==> src/core/spm_pkg.sv <==
// constants for the serial master: register map, field positions, reset values, timing
// assumes a 32-bit register bus with byte addresses and a 64-entry byte fifo each way
package spm_pkg;
  // register byte offsets
  localparam logic [7:0] OFF_CTRL   = 8'h00;
  localparam logic [7:0] OFF_FIFO   = 8'h04;
  localparam logic [7:0] OFF_CLKDIV = 8'h08;
  localparam logic [7:0] OFF_DLEN   = 8'h0c;
  localparam logic [7:0] OFF_HOLD   = 8'h10;
  localparam logic [7:0] OFF_THR    = 8'h14;
  // control/status field positions
  localparam int CLOCK_EDGE_PHASE_BIT  = 2;
  localparam int CLOCK_REST_LEVEL_BIT  = 3;
  localparam int CLRTX_BIT = 4;
  localparam int CLRRX_BIT = 5;
  localparam int CSPOL_BIT = 6;
  localparam int TA_BIT    = 7;
  localparam int DMA_MODE_ENABLE_BIT = 8;
  localparam int COMPLETION_IRQ_ENABLE_BIT  = 9;
  localparam int RX_NEED_IRQ_ENABLE_BIT  = 10;
  localparam int AUTO_SLAVE_SELECT_BIT  = 11;
  localparam int DONE_BIT  = 16;
  localparam int RXD_BIT   = 17;
  localparam int TXD_BIT   = 18;
  localparam int RXR_BIT   = 19;
  localparam int RXF_BIT   = 20;
  // threshold field positions (low bit of each byte)
  localparam int RXBOOST_LSB = 24;
  localparam int RXREQ_LSB   = 16;
  localparam int TXBOOST_LSB = 8;
  localparam int TXREQ_LSB   = 0;
  // reset values
  localparam logic [3:0]  HOLD_RST = 4'h1;
  localparam logic [31:0] THR_RST  = 32'h3020_1020;
  // timing and levels
  localparam logic [1:0] CS_SETUP_CLKS = 2'h3;
  localparam int         RX_NEED_LVL   = 48;
  localparam int         FIFO_DEPTH    = 64;
  localparam logic [1:0] RESP_OKAY     = 2'h0;
  localparam logic [1:0] RESP_SLVERR   = 2'h2;
endpackage

==> src/core/spm_fifo_if.sv <==
// byte fifo connection between the serial master and one fifo
// assumes the user side drives push/pop and the fifo answers with level and flags
`timescale 1ns/10ps
`default_nettype none
interface spm_fifo_if #(parameter int LW = 7);
  logic          push;
  logic          pop;
  logic          clr;
  logic [7:0]    pushData;
  logic [7:0]    popData;
  logic [LW-1:0] level;
  logic          full;
  logic          empty;
  modport owner (input push, pop, clr, pushData, output popData, level, full, empty);
  modport user  (output push, pop, clr, pushData, input popData, level, full, empty);
endinterface
`default_nettype wire

==> src/core/spm_fifo.sv <==
// show-ahead byte fifo with occupancy count and one-shot clear
// assumes push is dropped when full unless a pop happens in the same cycle, and pop ignored when empty
`timescale 1ns/10ps
`default_nettype none
module spm_fifo #(
  parameter int DEPTH = 64,
  parameter int LW    = 7
) (
  // clock and reset
  input wire logic clk,
  input wire logic nrst,
  // fifo port
  spm_fifo_if.owner f
);
  localparam int PW = $clog2(DEPTH);
  typedef struct packed {
    logic [DEPTH-1:0][7:0] mem;
    logic [PW-1:0]         wp;
    logic [PW-1:0]         rp;
    logic [LW-1:0]         cnt;
  } spm_fifo_st_t;

  spm_fifo_st_t s_r;
  spm_fifo_st_t s_nxt;
  logic         doPush;
  logic         doPop;

  // pointer and count update
  always_comb begin
    s_nxt  = s_r;
    doPop  = f.pop && (s_r.cnt != '0);
    doPush = f.push && ((s_r.cnt != LW'(DEPTH)) || doPop);
    if (doPush) begin
      s_nxt.mem[s_r.wp] = f.pushData;
      s_nxt.wp          = s_r.wp + PW'(1);
    end
    if (doPop) begin
      s_nxt.rp = s_r.rp + PW'(1);
    end
    s_nxt.cnt = s_r.cnt + LW'(doPush) - LW'(doPop);
    if (f.clr) begin
      s_nxt.wp  = '0;
      s_nxt.rp  = '0;
      s_nxt.cnt = '0;
    end
  end

  always_ff @(posedge clk) begin
    if (!nrst) begin
      s_r <= '0;
    end else begin
      s_r <= s_nxt;
    end
  end

  // flags from the registered count
  assign f.popData = s_r.mem[s_r.rp];
  assign f.level   = s_r.cnt;
  assign f.full    = (s_r.cnt == LW'(DEPTH));
  assign f.empty   = (s_r.cnt == '0);
endmodule
`default_nettype wire

==> src/core/spm_master.sv <==
// serial master with dma pacing, register access over axi4-lite
// assumes miso is asynchronous; frame end comes from dma logic on clk
// What this block does
// - serial output changes a programmable 1..15 clocks after each shift edge; 0 means 1
// - rx boost high while rx fifo level above rx boost threshold
// - rx dma request high while rx fifo level above rx request threshold
// - rx dma request also high when transfer done and rx fifo not empty
// - tx boost high while tx fifo level at or below tx boost threshold
// - tx dma request high while tx fifo level at or below tx request threshold
// - setting active with empty tx fifo raises done interrupt at once
// - one byte is shifted in for every byte shifted out
// - serial clock toggles only inside a byte; parks when tx empty or rx full
// - auto select asserts at least 3 clocks before first bit
// - auto select releases at least 1 clock after last clock edge
// - dma requests only while dma mode is enabled
// - in dma mode with active clear, fifo write loads length and control
// - frame end pulse clears the transfer active flag
//
// Design decisions made here: the AXI4-Lite interface to the registers and the register addresses.
`timescale 1ns/10ps
`default_nettype none
module spm_master #(
  parameter int DEPTH = 64,
  parameter int LW    = 7
) (
  // clock and reset
  input  wire logic        clk,
  input  wire logic        nrst,
  // axi4-lite write
  input  wire logic [7:0]  awaddr,
  input  wire logic        awvalid,
  output logic             awready,
  input  wire logic [31:0] wdata,
  input  wire logic [3:0]  wstrb,
  input  wire logic        wvalid,
  output logic             wready,
  output logic [1:0]       bresp,
  output logic             bvalid,
  input  wire logic        bready,
  // axi4-lite read
  input  wire logic [7:0]  araddr,
  input  wire logic        arvalid,
  output logic             arready,
  output logic [31:0]      rdata,
  output logic [1:0]       rresp,
  output logic             rvalid,
  input  wire logic        rready,
  // serial pins
  output logic             sclk,
  output logic             mosi,
  input  wire logic        miso,
  output logic [2:0]       csLine,
  // dma pacing
  output logic             txDmaReq,
  output logic             txDmaBoost,
  output logic             rxDmaReq,
  output logic             rxDmaBoost,
  input  wire logic        frameEnd,
  // interrupt
  output logic             irq
);
  typedef enum logic {ENG_IDLE, ENG_SHIFT} spm_eng_t;
  typedef struct packed {
    logic [1:0]  csSel;
    logic        clock_edge_phase, clock_rest_level, csPol, ta, dma_mode_enable, completion_irq_enable, rx_need_irq_enable, auto_slave_select;
    logic [15:0] clkDiv, dataLen, byteCnt, divCnt;
    logic [3:0]  holdClocks, edgeCnt, holdCnt;
    logic [31:0] thr;
    spm_eng_t    st;
    logic [7:0]  txSh, rxSh;
    logic        finished, csOn, pendMosi, misoMeta, misoSync;
    logic [1:0]  setupCnt;
    logic        awSeen, wSeen, wrOn, rdOn;
    logic [7:0]  wAddr;
    logic [31:0] wData;
    logic [3:0]  wStrb;
    logic [1:0]  wrIdx, wrLast, rdIdx, rdLast;
    logic        sclk, mosi, txReq, txBoost, rxReq, rxBoost, irq;
    logic [2:0]  csLine;
    logic        awready, wready, bvalid, arready, rvalid;
    logic [1:0]  bresp, rresp;
    logic [31:0] rdata;
  } spm_st_t;

  spm_st_t s_r;
  spm_st_t s_nxt;
  spm_fifo_if #(.LW(LW)) txf ();
  spm_fifo_if #(.LW(LW)) rx_full_flag ();

  spm_fifo #(.DEPTH(DEPTH), .LW(LW)) u_txf (.clk(clk), .nrst(nrst), .f(txf));
  spm_fifo #(.DEPTH(DEPTH), .LW(LW)) u_rxf (.clk(clk), .nrst(nrst), .f(rx_full_flag));

  logic        done, rxNeed, tick, sampleEdge, hit, wrGo;
  logic [15:0] halfLim;
  logic [3:0]  holdEff;
  logic [7:0]  txLvl, rxLvl;
  logic [31:0] ctrlRd, wMask;

  // low control byte write, shared by the register and the dma header
  function automatic spm_st_t setCtrlLo(spm_st_t x, logic [7:0] b);
    x.csSel = b[1:0];
    x.clock_edge_phase  = b[spm_pkg::CLOCK_EDGE_PHASE_BIT];
    x.clock_rest_level  = b[spm_pkg::CLOCK_REST_LEVEL_BIT];
    x.csPol = b[spm_pkg::CSPOL_BIT];
    x.ta    = b[spm_pkg::TA_BIT];
    return x;
  endfunction

  // status view and helpers
  assign txLvl   = 8'(txf.level);
  assign rxLvl   = 8'(rx_full_flag.level);
  assign done    = s_r.ta && (s_r.st == ENG_IDLE) && txf.empty;
  assign rxNeed  = s_r.ta && (rxLvl >= 8'(spm_pkg::RX_NEED_LVL));
  assign holdEff = (s_r.holdClocks == 4'h0) ? 4'h1 : s_r.holdClocks;
  assign halfLim = (s_r.clkDiv[15:1] == 15'h0) ? 16'h7fff : {1'b0, s_r.clkDiv[15:1]} - 16'h1;
  assign tick    = (s_r.divCnt == halfLim);
  assign sampleEdge = (s_r.edgeCnt[0] == s_r.clock_edge_phase);
  assign wMask   = {{8{s_r.wStrb[3]}}, {8{s_r.wStrb[2]}}, {8{s_r.wStrb[1]}}, {8{s_r.wStrb[0]}}};
  assign wrGo    = s_r.awSeen && s_r.wSeen && !s_r.wrOn && !s_r.bvalid;
  assign hit     = (s_r.wAddr[7:2] == spm_pkg::OFF_FIFO[7:2]);
  always_comb begin
    ctrlRd = '0;
    ctrlRd[1:0] = s_r.csSel;
    ctrlRd[spm_pkg::CLOCK_EDGE_PHASE_BIT]  = s_r.clock_edge_phase;
    ctrlRd[spm_pkg::CLOCK_REST_LEVEL_BIT]  = s_r.clock_rest_level;
    ctrlRd[spm_pkg::CSPOL_BIT] = s_r.csPol;
    ctrlRd[spm_pkg::TA_BIT]    = s_r.ta;
    ctrlRd[spm_pkg::DMA_MODE_ENABLE_BIT] = s_r.dma_mode_enable;
    ctrlRd[spm_pkg::COMPLETION_IRQ_ENABLE_BIT]  = s_r.completion_irq_enable;
    ctrlRd[spm_pkg::RX_NEED_IRQ_ENABLE_BIT]  = s_r.rx_need_irq_enable;
    ctrlRd[spm_pkg::AUTO_SLAVE_SELECT_BIT]  = s_r.auto_slave_select;
    ctrlRd[spm_pkg::DONE_BIT]  = done;
    ctrlRd[spm_pkg::RXD_BIT]   = !rx_full_flag.empty;
    ctrlRd[spm_pkg::TXD_BIT]   = !txf.full;
    ctrlRd[spm_pkg::RXR_BIT]   = rxNeed;
    ctrlRd[spm_pkg::RXF_BIT]   = rx_full_flag.full;
  end

  // next state: bus slave, fifo port, shift engine, pacing outputs
  always_comb begin
    s_nxt = s_r;
    txf.push = 1'b0;
    txf.pushData = s_r.wData[8*s_r.wrIdx +: 8];
    txf.pop = 1'b0;
    txf.clr = 1'b0;
    rx_full_flag.push = 1'b0;
    rx_full_flag.pushData = s_r.clock_edge_phase ? {s_r.rxSh[6:0], s_r.misoSync} : s_r.rxSh;
    rx_full_flag.pop = s_r.rdOn && !rx_full_flag.empty;
    rx_full_flag.clr = 1'b0;
    s_nxt.misoMeta = miso;
    s_nxt.misoSync = s_r.misoMeta;
    // frame end first, so a write in the same cycle wins
    if (frameEnd) s_nxt.ta = 1'b0;
    // write address and data, taken in either order
    if (awvalid && s_r.awready) begin
      s_nxt.awSeen = 1'b1;
      s_nxt.awready = 1'b0;
      s_nxt.wAddr = awaddr;
    end
    if (wvalid && s_r.wready) begin
      s_nxt.wSeen = 1'b1;
      s_nxt.wready = 1'b0;
      s_nxt.wData = wdata;
      s_nxt.wStrb = wstrb;
    end
    if (wrGo) begin
      s_nxt.bvalid = 1'b1;
      s_nxt.bresp = spm_pkg::RESP_OKAY;
      case (s_r.wAddr[7:2])
        spm_pkg::OFF_CTRL[7:2]: begin
          if (s_r.wStrb[0]) begin
            s_nxt = setCtrlLo(s_nxt, s_r.wData[7:0]);
            txf.clr = s_r.wData[spm_pkg::CLRTX_BIT];
            rx_full_flag.clr = s_r.wData[spm_pkg::CLRRX_BIT];
          end
          if (s_r.wStrb[1]) begin
            s_nxt.dma_mode_enable = s_r.wData[spm_pkg::DMA_MODE_ENABLE_BIT];
            s_nxt.completion_irq_enable  = s_r.wData[spm_pkg::COMPLETION_IRQ_ENABLE_BIT];
            s_nxt.rx_need_irq_enable  = s_r.wData[spm_pkg::RX_NEED_IRQ_ENABLE_BIT];
            s_nxt.auto_slave_select  = s_r.wData[spm_pkg::AUTO_SLAVE_SELECT_BIT];
          end
        end
        spm_pkg::OFF_FIFO[7:2]: begin
          if (s_r.ta) begin
            // bytes go in low lane first; four per word in dma mode
            s_nxt.bvalid = 1'b0;
            s_nxt.wrOn = 1'b1;
            s_nxt.wrIdx = 2'h0;
            s_nxt.wrLast = s_r.dma_mode_enable ? 2'h3 : 2'h0;
          end else if (s_r.dma_mode_enable) begin
            s_nxt.dataLen = s_r.wData[31:16];
            s_nxt = setCtrlLo(s_nxt, s_r.wData[7:0]);
            txf.clr = s_r.wData[spm_pkg::CLRTX_BIT];
            rx_full_flag.clr = s_r.wData[spm_pkg::CLRRX_BIT];
          end
        end
        spm_pkg::OFF_CLKDIV[7:2]: s_nxt.clkDiv = (s_r.clkDiv & ~wMask[15:0]) | (s_r.wData[15:0] & wMask[15:0]);
        spm_pkg::OFF_DLEN[7:2]: s_nxt.dataLen = (s_r.dataLen & ~wMask[15:0]) | (s_r.wData[15:0] & wMask[15:0]);
        spm_pkg::OFF_HOLD[7:2]: if (s_r.wStrb[0]) s_nxt.holdClocks = s_r.wData[3:0];
        spm_pkg::OFF_THR[7:2]: s_nxt.thr = (s_r.thr & ~wMask) | (s_r.wData & wMask);
        default: s_nxt.bresp = spm_pkg::RESP_SLVERR;
      endcase
    end
    // unpack a fifo write; bytes meeting a full fifo are dropped
    if (s_r.wrOn) begin
      txf.push = !txf.full;
      s_nxt.wrIdx = s_r.wrIdx + 2'h1;
      if (s_r.wrIdx == s_r.wrLast) begin
        s_nxt.wrOn = 1'b0;
        s_nxt.bvalid = 1'b1;
      end
    end
    if (s_r.bvalid && bready) begin
      s_nxt.bvalid = 1'b0;
      s_nxt.awSeen = 1'b0;
      s_nxt.wSeen = 1'b0;
      s_nxt.awready = 1'b1;
      s_nxt.wready = 1'b1;
    end
    // read channel
    if (arvalid && s_r.arready) begin
      s_nxt.arready = 1'b0;
      s_nxt.rresp = spm_pkg::RESP_OKAY;
      s_nxt.rvalid = 1'b1;
      case (araddr[7:2])
        spm_pkg::OFF_CTRL[7:2]: s_nxt.rdata = ctrlRd;
        spm_pkg::OFF_FIFO[7:2]: begin
          s_nxt.rdata = '0;
          s_nxt.rvalid = 1'b0;
          s_nxt.rdOn = 1'b1;
          s_nxt.rdIdx = 2'h0;
          s_nxt.rdLast = (s_r.dma_mode_enable && s_r.ta) ? 2'h3 : 2'h0;
        end
        spm_pkg::OFF_CLKDIV[7:2]: s_nxt.rdata = {16'h0, s_r.clkDiv};
        spm_pkg::OFF_DLEN[7:2]: s_nxt.rdata = {16'h0, s_r.dataLen};
        spm_pkg::OFF_HOLD[7:2]: s_nxt.rdata = {28'h0, s_r.holdClocks};
        spm_pkg::OFF_THR[7:2]: s_nxt.rdata = s_r.thr;
        default: begin
          s_nxt.rdata = '0;
          s_nxt.rresp = spm_pkg::RESP_SLVERR;
        end
      endcase
    end
    // gather rx bytes into the read word; an empty fifo leaves zero
    if (s_r.rdOn) begin
      if (!rx_full_flag.empty) s_nxt.rdata[8*s_r.rdIdx +: 8] = rx_full_flag.popData;
      s_nxt.rdIdx = s_r.rdIdx + 2'h1;
      if (s_r.rdIdx == s_r.rdLast) begin
        s_nxt.rdOn = 1'b0;
        s_nxt.rvalid = 1'b1;
      end
    end
    if (s_r.rvalid && rready) begin
      s_nxt.rvalid = 1'b0;
      s_nxt.arready = 1'b1;
    end
    // output hold: the pin follows the pending bit after holdEff clocks
    if (s_r.holdCnt != 4'h0) begin
      s_nxt.holdCnt = s_r.holdCnt - 4'h1;
      if (s_r.holdCnt == 4'h1) s_nxt.mosi = s_r.pendMosi;
    end
    // shift engine
    case (s_r.st)
      ENG_IDLE: begin
        s_nxt.sclk = s_r.clock_rest_level;
        if (s_r.ta && s_r.csOn && (s_r.setupCnt == 2'h0) && !txf.empty && !rx_full_flag.full
            && !s_r.finished) begin
          txf.pop = 1'b1;
          s_nxt.txSh = txf.popData;
          s_nxt.edgeCnt = 4'h0;
          s_nxt.divCnt = 16'h0;
          s_nxt.st = ENG_SHIFT;
          if (!s_r.clock_edge_phase) begin
            s_nxt.pendMosi = txf.popData[7];
            s_nxt.holdCnt = holdEff;
          end
        end
      end
      ENG_SHIFT: begin
        s_nxt.divCnt = s_r.divCnt + 16'h1;
        if (tick) begin
          s_nxt.divCnt = 16'h0;
          s_nxt.sclk = !s_r.sclk;
          s_nxt.edgeCnt = s_r.edgeCnt + 4'h1;
          if (sampleEdge) begin
            s_nxt.rxSh = {s_r.rxSh[6:0], s_r.misoSync};
          end else if (s_r.clock_edge_phase) begin
            s_nxt.pendMosi = s_r.txSh[7];
            s_nxt.txSh = {s_r.txSh[6:0], 1'b0};
            s_nxt.holdCnt = holdEff;
          end else if (s_r.edgeCnt != 4'hf) begin
            s_nxt.pendMosi = s_r.txSh[6];
            s_nxt.txSh = {s_r.txSh[6:0], 1'b0};
            s_nxt.holdCnt = holdEff;
          end
          if (s_r.edgeCnt == 4'hf) begin
            rx_full_flag.push = 1'b1;
            s_nxt.st = ENG_IDLE;
            s_nxt.byteCnt = s_r.byteCnt + 16'h1;
            if (s_r.dma_mode_enable && (s_r.byteCnt + 16'h1 == s_r.dataLen)) s_nxt.finished = 1'b1;
          end
        end
      end
      default: s_nxt.st = ENG_IDLE;
    endcase
    if (!s_r.ta) begin
      s_nxt.byteCnt = 16'h0;
      s_nxt.finished = 1'b0;
    end
    // select lines with setup count on assertion
    s_nxt.csOn = s_nxt.ta && !(s_r.dma_mode_enable && s_r.auto_slave_select && s_r.finished && s_r.st == ENG_IDLE);
    if (s_nxt.csOn && !s_r.csOn) s_nxt.setupCnt = spm_pkg::CS_SETUP_CLKS;
    else if (s_r.setupCnt != 2'h0) s_nxt.setupCnt = s_r.setupCnt - 2'h1;
    for (int i = 0; i < 3; i++) begin
      s_nxt.csLine[i] = (s_nxt.csOn && s_nxt.csSel == 2'(i)) ~^ s_nxt.csPol;
    end
    // pacing levels, recomputed every clock
    s_nxt.txReq   = s_r.dma_mode_enable && (txLvl <= s_r.thr[spm_pkg::TXREQ_LSB +: 8]);
    s_nxt.txBoost = s_r.dma_mode_enable && (txLvl <= s_r.thr[spm_pkg::TXBOOST_LSB +: 8]);
    s_nxt.rxReq   = s_r.dma_mode_enable && ((rxLvl > s_r.thr[spm_pkg::RXREQ_LSB +: 8])
                    || (done && !rx_full_flag.empty));
    s_nxt.rxBoost = s_r.dma_mode_enable && (rxLvl > s_r.thr[spm_pkg::RXBOOST_LSB +: 8]);
    s_nxt.irq     = (s_r.completion_irq_enable && done) || (s_r.rx_need_irq_enable && rxNeed);
  end

  always_ff @(posedge clk) begin
    if (!nrst) begin
      s_r <= '0;
      s_r.holdClocks <= spm_pkg::HOLD_RST;
      s_r.thr <= spm_pkg::THR_RST;
      s_r.csLine <= 3'h7;
      s_r.awready <= 1'b1;
      s_r.wready <= 1'b1;
      s_r.arready <= 1'b1;
    end else begin
      s_r <= s_nxt;
    end
  end

  // ports straight from the state register
  assign awready = s_r.awready;
  assign wready = s_r.wready;
  assign bvalid = s_r.bvalid;
  assign bresp = s_r.bresp;
  assign arready = s_r.arready;
  assign rvalid = s_r.rvalid;
  assign rresp = s_r.rresp;
  assign rdata = s_r.rdata;
  assign sclk = s_r.sclk;
  assign mosi = s_r.mosi;
  assign csLine = s_r.csLine;
  assign txDmaReq = s_r.txReq;
  assign txDmaBoost = s_r.txBoost;
  assign rxDmaReq = s_r.rxReq;
  assign rxDmaBoost = s_r.rxBoost;
  assign irq = s_r.irq;

  // helper counter for the select setup check
  logic [7:0] csAge;
  always_ff @(posedge clk) begin
    if (!nrst || !s_r.csOn) csAge <= 8'h0;
    else if (csAge != 8'hff) csAge <= csAge + 8'h1;
  end
endmodule
`default_nettype wire

==> config.mk <==
export PLATFORM = sky130hd
export DESIGN_NAME = spm_master
export DESIGN_NICKNAME = d
export VERILOG_FILES = /design/src/core/spm_pkg.sv /design/src/core/spm_fifo_if.sv /design/src/core/spm_fifo.sv /design/src/core/spm_master.sv
export SDC_FILE = /design/constraint.sdc
export NUM_CORES = 2
export LEC_CHECK = 0
export BUFFER_PORTS_ARGS = -buffer_cell sky130_fd_sc_hd__buf_2
export CAP_MARGIN = 20
export CORE_MARGIN = 5
export CORE_UTILIZATION = 40
export DETAILED_ROUTE_END_ITERATION = 6
export SLEW_MARGIN = 20
export SYNTH_ARGS = -nofsm -noshare
export SYNTH_HDL_FRONTEND = slang
export SYNTH_HIERARCHICAL = 1
export SYNTH_SLANG_ARGS = --single-unit
==> constraint.sdc <==
create_clock -name clk -period 5.63 [get_ports clk]
set_clock_uncertainty 0.2 [all_clocks]
set_input_delay 1.4075 -clock clk [delete_from_list [all_inputs] [get_ports clk]]
set_output_delay 1.4075 -clock clk [all_outputs]
set_load 0.005 [all_outputs]
==> impl_summary.txt <==
----------------------------------------------------
[Final layout]
  FF/Latch Area ... 0.0261 mm^2
  Layout cell share with drive strength beyond 1 ... 0.119
  Final nets ... 6777
  Footprint of the multi-input gates ... between 0.03 and 0.04 mm^2
  # fillers ... 15000
  P&R area growth vs syn ... 10.6%

[STA]
  Pin slew with the least headroom to its limit ... 1.18 ns
  Slew Viols, Final ... 0
  Final hold viol count ... 0
  Final setup violation count ... 0
  RSZ-0062 raised after global routing ... no
  Setup TNS after final layout ... 0 ns
  Max Clock Freq ... 189 MHz
  Time the worst path needs with I/O delays and setup ... 5.29 ns
  Slack of the critical path ... 0.338 ns
  Crit share post-route ... 0.940
  Max_slew headroom ... 0.207
  Worst hold slack across all endpoints ... 0.240 ns

[Synthesis]
  Register bit count reported by yosys ... between 1000 and 1500
  Post-synthesis instance total ... 6937
  Ys flop type ... sky130_fd_sc_hd__dfxtp_1
  Simple-Gate Fraction of Synth Area ... 0.201
  Area fraction in compound gates after synthesis ... 0.164
  Xor/xnor share of the synthesized area ... 0.00996
  Portion of netlist area occupied by mux cells ... 0.135
  Number of distinct standard cells referenced by the synthesized netlist ... 102
  Sequential-to-total area share from yosys stat ... 0.421
  Number of warning messages in the yosys log ... 6
  Mean cell area of the mapped netlist ... 8.95 um^2
  Fraction of the mapped netlist area in adder cells ... 0.0133
  Netlist area before placement ... about 0.062 mm^2
  Dominant combinational cell family by area after synthesis ... simple AND/OR/NAND/NOR gates
  EDFF count, synth ... 0
  Share of flip-flops with an asynchronous set or reset ... 0

[GRT]
  Number of antenna violations at the first check in global routing ... 1
  Largest net degree at the start of global routing ... 215
  Overflow left after global routing ... 0
  Global-route wire length before repair ... 300000 um
  Vias in the first global route ... 49000
  Tot GR Track Use ... 0.232

[Worst hold path]
  Min-Delay Path Depth ... 1
  Hold path startpoint ... s_r[110]$_SDFF_PN0_
  Worst Hold End ... s_r[109]$_SDFF_PN0_
  Class of the most critical hold timing path ... register to register

[Critical path]
  Register-to-Register Setup Slack ... 0.34 ns
  Nature of the critical path startpoint ... register
  Data arrival at the endpoint of the critical path ... 5.70 ns
  Number of cell instances on the worst register-to-register path ... 21
  Startpoint of the most critical register-to-register path ... s_r[227]$_SDFFE_PN0P_
  Endpoint kind of the worst setup timing path ... register
  CP Class ... register to register
  Reg-to-Reg End ... u_rxf/f.level[6]$_SDFF_PP0_
  Maximum fanout along the worst path ... 13
  Required time at the endpoint of the critical path ... 6.04 ns

[Placed design]
  Final HPWL from detailed placement ... 125000 um
  Worst slack at placement ... 0.283 ns
  Routability Congestion ... 0.889
  Number of I/O port buffers ... around 110

[Die]
  IO Count ... 112
  Die outline area ... 0.163 mm^2
  Std-Cell Core Area ... 0.154 mm^2
  Starting density of the core ... 0.402
  Die X-Extent ... 404 um
  Std cell rows ... 144
  Die height ... 404 um

[CTS]
  Number of buffers between clock root and the deepest sink ... 3
  Clock tree from TritonCTS ... done
  Count of H-tree levels built during CTS ... 4
  Clock transition time at the flip-flop clock pins of the worst setup and hold paths ... 0.06 ns
  Total CTS buffers ... between 100 and 150
  Library cell used as clock root buffer ... sky130_fd_sc_hd__clkbuf_16
  Sinks on the clock net ... 1305
  Clock latency of the later-clocked register in the worst-skew pair ... 0.80 ns

[Drt]
  1st-iter DRT viols ... 4668
  Number of nets still failing antenna checks after routing ... 0
  Total vias in the final route ... 51400
  Total detailed-routing wirelength ... 196000 um
  Avg WL per Cell ... 22.3 um
  First-pass DRT Iterations ... 6
  Routed via count divided by cell count ... between 5 and 6
  Remaining routing DRC violations ... 0

[Power]
  Pleak ... roughly 22 nW
  PD cells ... roughly 290 mW/mm^2
  Max rail drop VDD ... 0.295 mV

[Outcome]
  Outcome ... finished, final reports clean

[Run]
  Count of max-cap constraint violations ... 0

----------------------------------------------------
[cell usage in the layout (no fill, tap or decap), types with 45 or more instances in the layout]
cell type | netlist | routed
sky130_fd_sc_hd__buf_2 | 103 | 104
sky130_fd_sc_hd__nand3_1 | 1042 | 1042
sky130_fd_sc_hd__a211oi_1 | 53 | 53
sky130_fd_sc_hd__o21ai_0 | 337 | 337
sky130_fd_sc_hd__ha_1 | 63 | 63
sky130_fd_sc_hd__dfxtp_1 | 1305 | 1299
sky130_fd_sc_hd__buf_4 | 63 | 145
sky130_fd_sc_hd__a21oi_1 | 158 | 157
sky130_fd_sc_hd__nor2_1 | 172 | 167
sky130_fd_sc_hd__o22ai_1 | 52 | 52
sky130_fd_sc_hd__mux2i_1 | 356 | 356
sky130_fd_sc_hd__a22oi_1 | 61 | 61
sky130_fd_sc_hd__mux4_2 | 193 | 193
sky130_fd_sc_hd__nand2_1 | 1007 | 1005
sky130_fd_sc_hd__nand2b_1 | 45 | 45
sky130_fd_sc_hd__a21boi_0 | 637 | 637
sky130_fd_sc_hd__nor2b_1 | 150 | 149
sky130_fd_sc_hd__clkbuf_16 | 0 | 147
sky130_fd_sc_hd__inv_1 | 75 | 74
[synth_stat cells (all sizes together), types with 8 or more instances]
cell	number	area, um^2
o21ai	341	1710
or3	10	62.6
o22ai	52	325
and3	34	213
buf	316	1740
mux4	202	4580
and2	25	159
nand2b	45	282
ha	63	788
a221oi	20	200
xor2	31	272
o211ai	21	158
or4	14	109
nor2	176	676
nor4	16	136
a2111oi	19	185
a31oi	19	119
or2	9	56.3
clkbuf	387	1450
nor3b	15	118
o311ai	9	114
nand3	1043	5230
xnor2	37	324
o21a	16	120
nand4	20	153
a22oi	61	458
nor2b	150	938
a21oi	158	791
nor3	40	231
mux2i	356	3560
a221o	8	80.1
dfxtp	1305	26100
mux2	19	214
inv	76	285
a21boi	648	4860
a211oi	53	398
nand2	1019	3850
a222oi	10	100
[final cells by class]
cell class	count	share of cell area
multi-input cells	4853	0.476
clock inverters	49	0.0102
inverters	77	0.00425
repair buffers	268	0.0287
diodes	2	0.0000729
clock buffers	214	0.0628
flip-flops and latches	1305	0.381
well taps	2044	0.0372
[layer usage]
layer	up-vias	routed length [um]	track usage
li1	24000	-	-
met1	25300	86400	0.315
met2	1694	91800	0.381
met3	354	12300	0.0340
met4	0	5930	0.0738
met5	-	0	0
[where the power goes]
group	internal, mW	total, mW	switching (mW)
sequential	9.28	9.35	0.0748
combinational	0.196	0.553	0.357
clock	5.62	9.77	4.15
[per-stage QoR]
stage	std cells	power [mW]	area, um^2	util
2_1_floorplan	6938	9.90	62100	-
3_3_place_gp	8546	10.1	63600	0.412
3_5_place_dp	8546	10.1	63600	0.412
4_1_cts	8809	19.8	68600	0.445
5_1_grt	8810	20.3	68700	0.445
6_report	8812	19.7	68700	0.445
[worst max-delay path by stage]
stage,from,slack [ns],to,depth (start not counted)
4_1_cts,s_r[230]$_SDFFE_PN0P_,0.21,u_rxf/f.level[6]$_SDFF_PP0_,21
6_report,s_r[227]$_SDFFE_PN0P_,0.34,u_rxf/f.level[6]$_SDFF_PP0_,21
2_1_floorplan,s_r[226]$_SDFFE_PN0P_,0.65,u_rxf/f.level[6]$_SDFF_PP0_,22
5_1_grt,s_r[227]$_SDFFE_PN0P_,0.0004,u_rxf/f.level[6]$_SDFF_PP0_,21
3_5_place_dp,s_r[230]$_SDFFE_PN0P_,0.28,u_rxf/f.level[6]$_SDFF_PP0_,21
3_3_place_gp,s_r[230]$_SDFFE_PN0P_,0.27,u_rxf/f.level[6]$_SDFF_PP0_,21
[registers in the layout, indices dropped and copies added, names as in the netlist, 3 cells and up]
register       count
u_txf/f.level      7
rdata             32
u_rxf/s_r        524
csLine             3
s_r              184
u_rxf/f.level      7
ctrlRd            10
u_txf/s_r        524
[critical path, cell delays in order, from the launching register on]
cell	delay, ns
sky130_fd_sc_hd__dfxtp_1	0.41
sky130_fd_sc_hd__nor4_4	0.75
sky130_fd_sc_hd__o2111a_1	0.37
sky130_fd_sc_hd__xnor2_1	0.14
sky130_fd_sc_hd__nor2_1	0.06
sky130_fd_sc_hd__a2111oi_0	0.36
sky130_fd_sc_hd__nand4_1	0.23
sky130_fd_sc_hd__nor3_1	0.29
sky130_fd_sc_hd__buf_4	0.23
sky130_fd_sc_hd__o31a_1	0.17
sky130_fd_sc_hd__inv_1	0.08
sky130_fd_sc_hd__ha_1	0.29
sky130_fd_sc_hd__inv_1	0.06
sky130_fd_sc_hd__ha_1	0.15
sky130_fd_sc_hd__inv_1	0.05
sky130_fd_sc_hd__fa_1	0.40
sky130_fd_sc_hd__nand2b_1	0.16
sky130_fd_sc_hd__a21oi_1	0.17
sky130_fd_sc_hd__o21ai_0	0.12
sky130_fd_sc_hd__a21oi_1	0.20
sky130_fd_sc_hd__or3_1	0.14
sky130_fd_sc_hd__a21oi_1	0.07
[timing repair]
item | 4_1_cts | 5_1_grt
setup buffers | 0 | 0
resized for setup | 0 | 2
endpoints found under the setup margin | 0 | 1
hold buffers | 0 | 0
[cells by family after synthesis]
family,after synthesis
mux,577
flops,1305
other cells,1
fa+ha+maj,65
xor+xnor,69
compound gates,1493
buf+inv,780
simple gates,2647
Power figures use the tool's default switching activity.
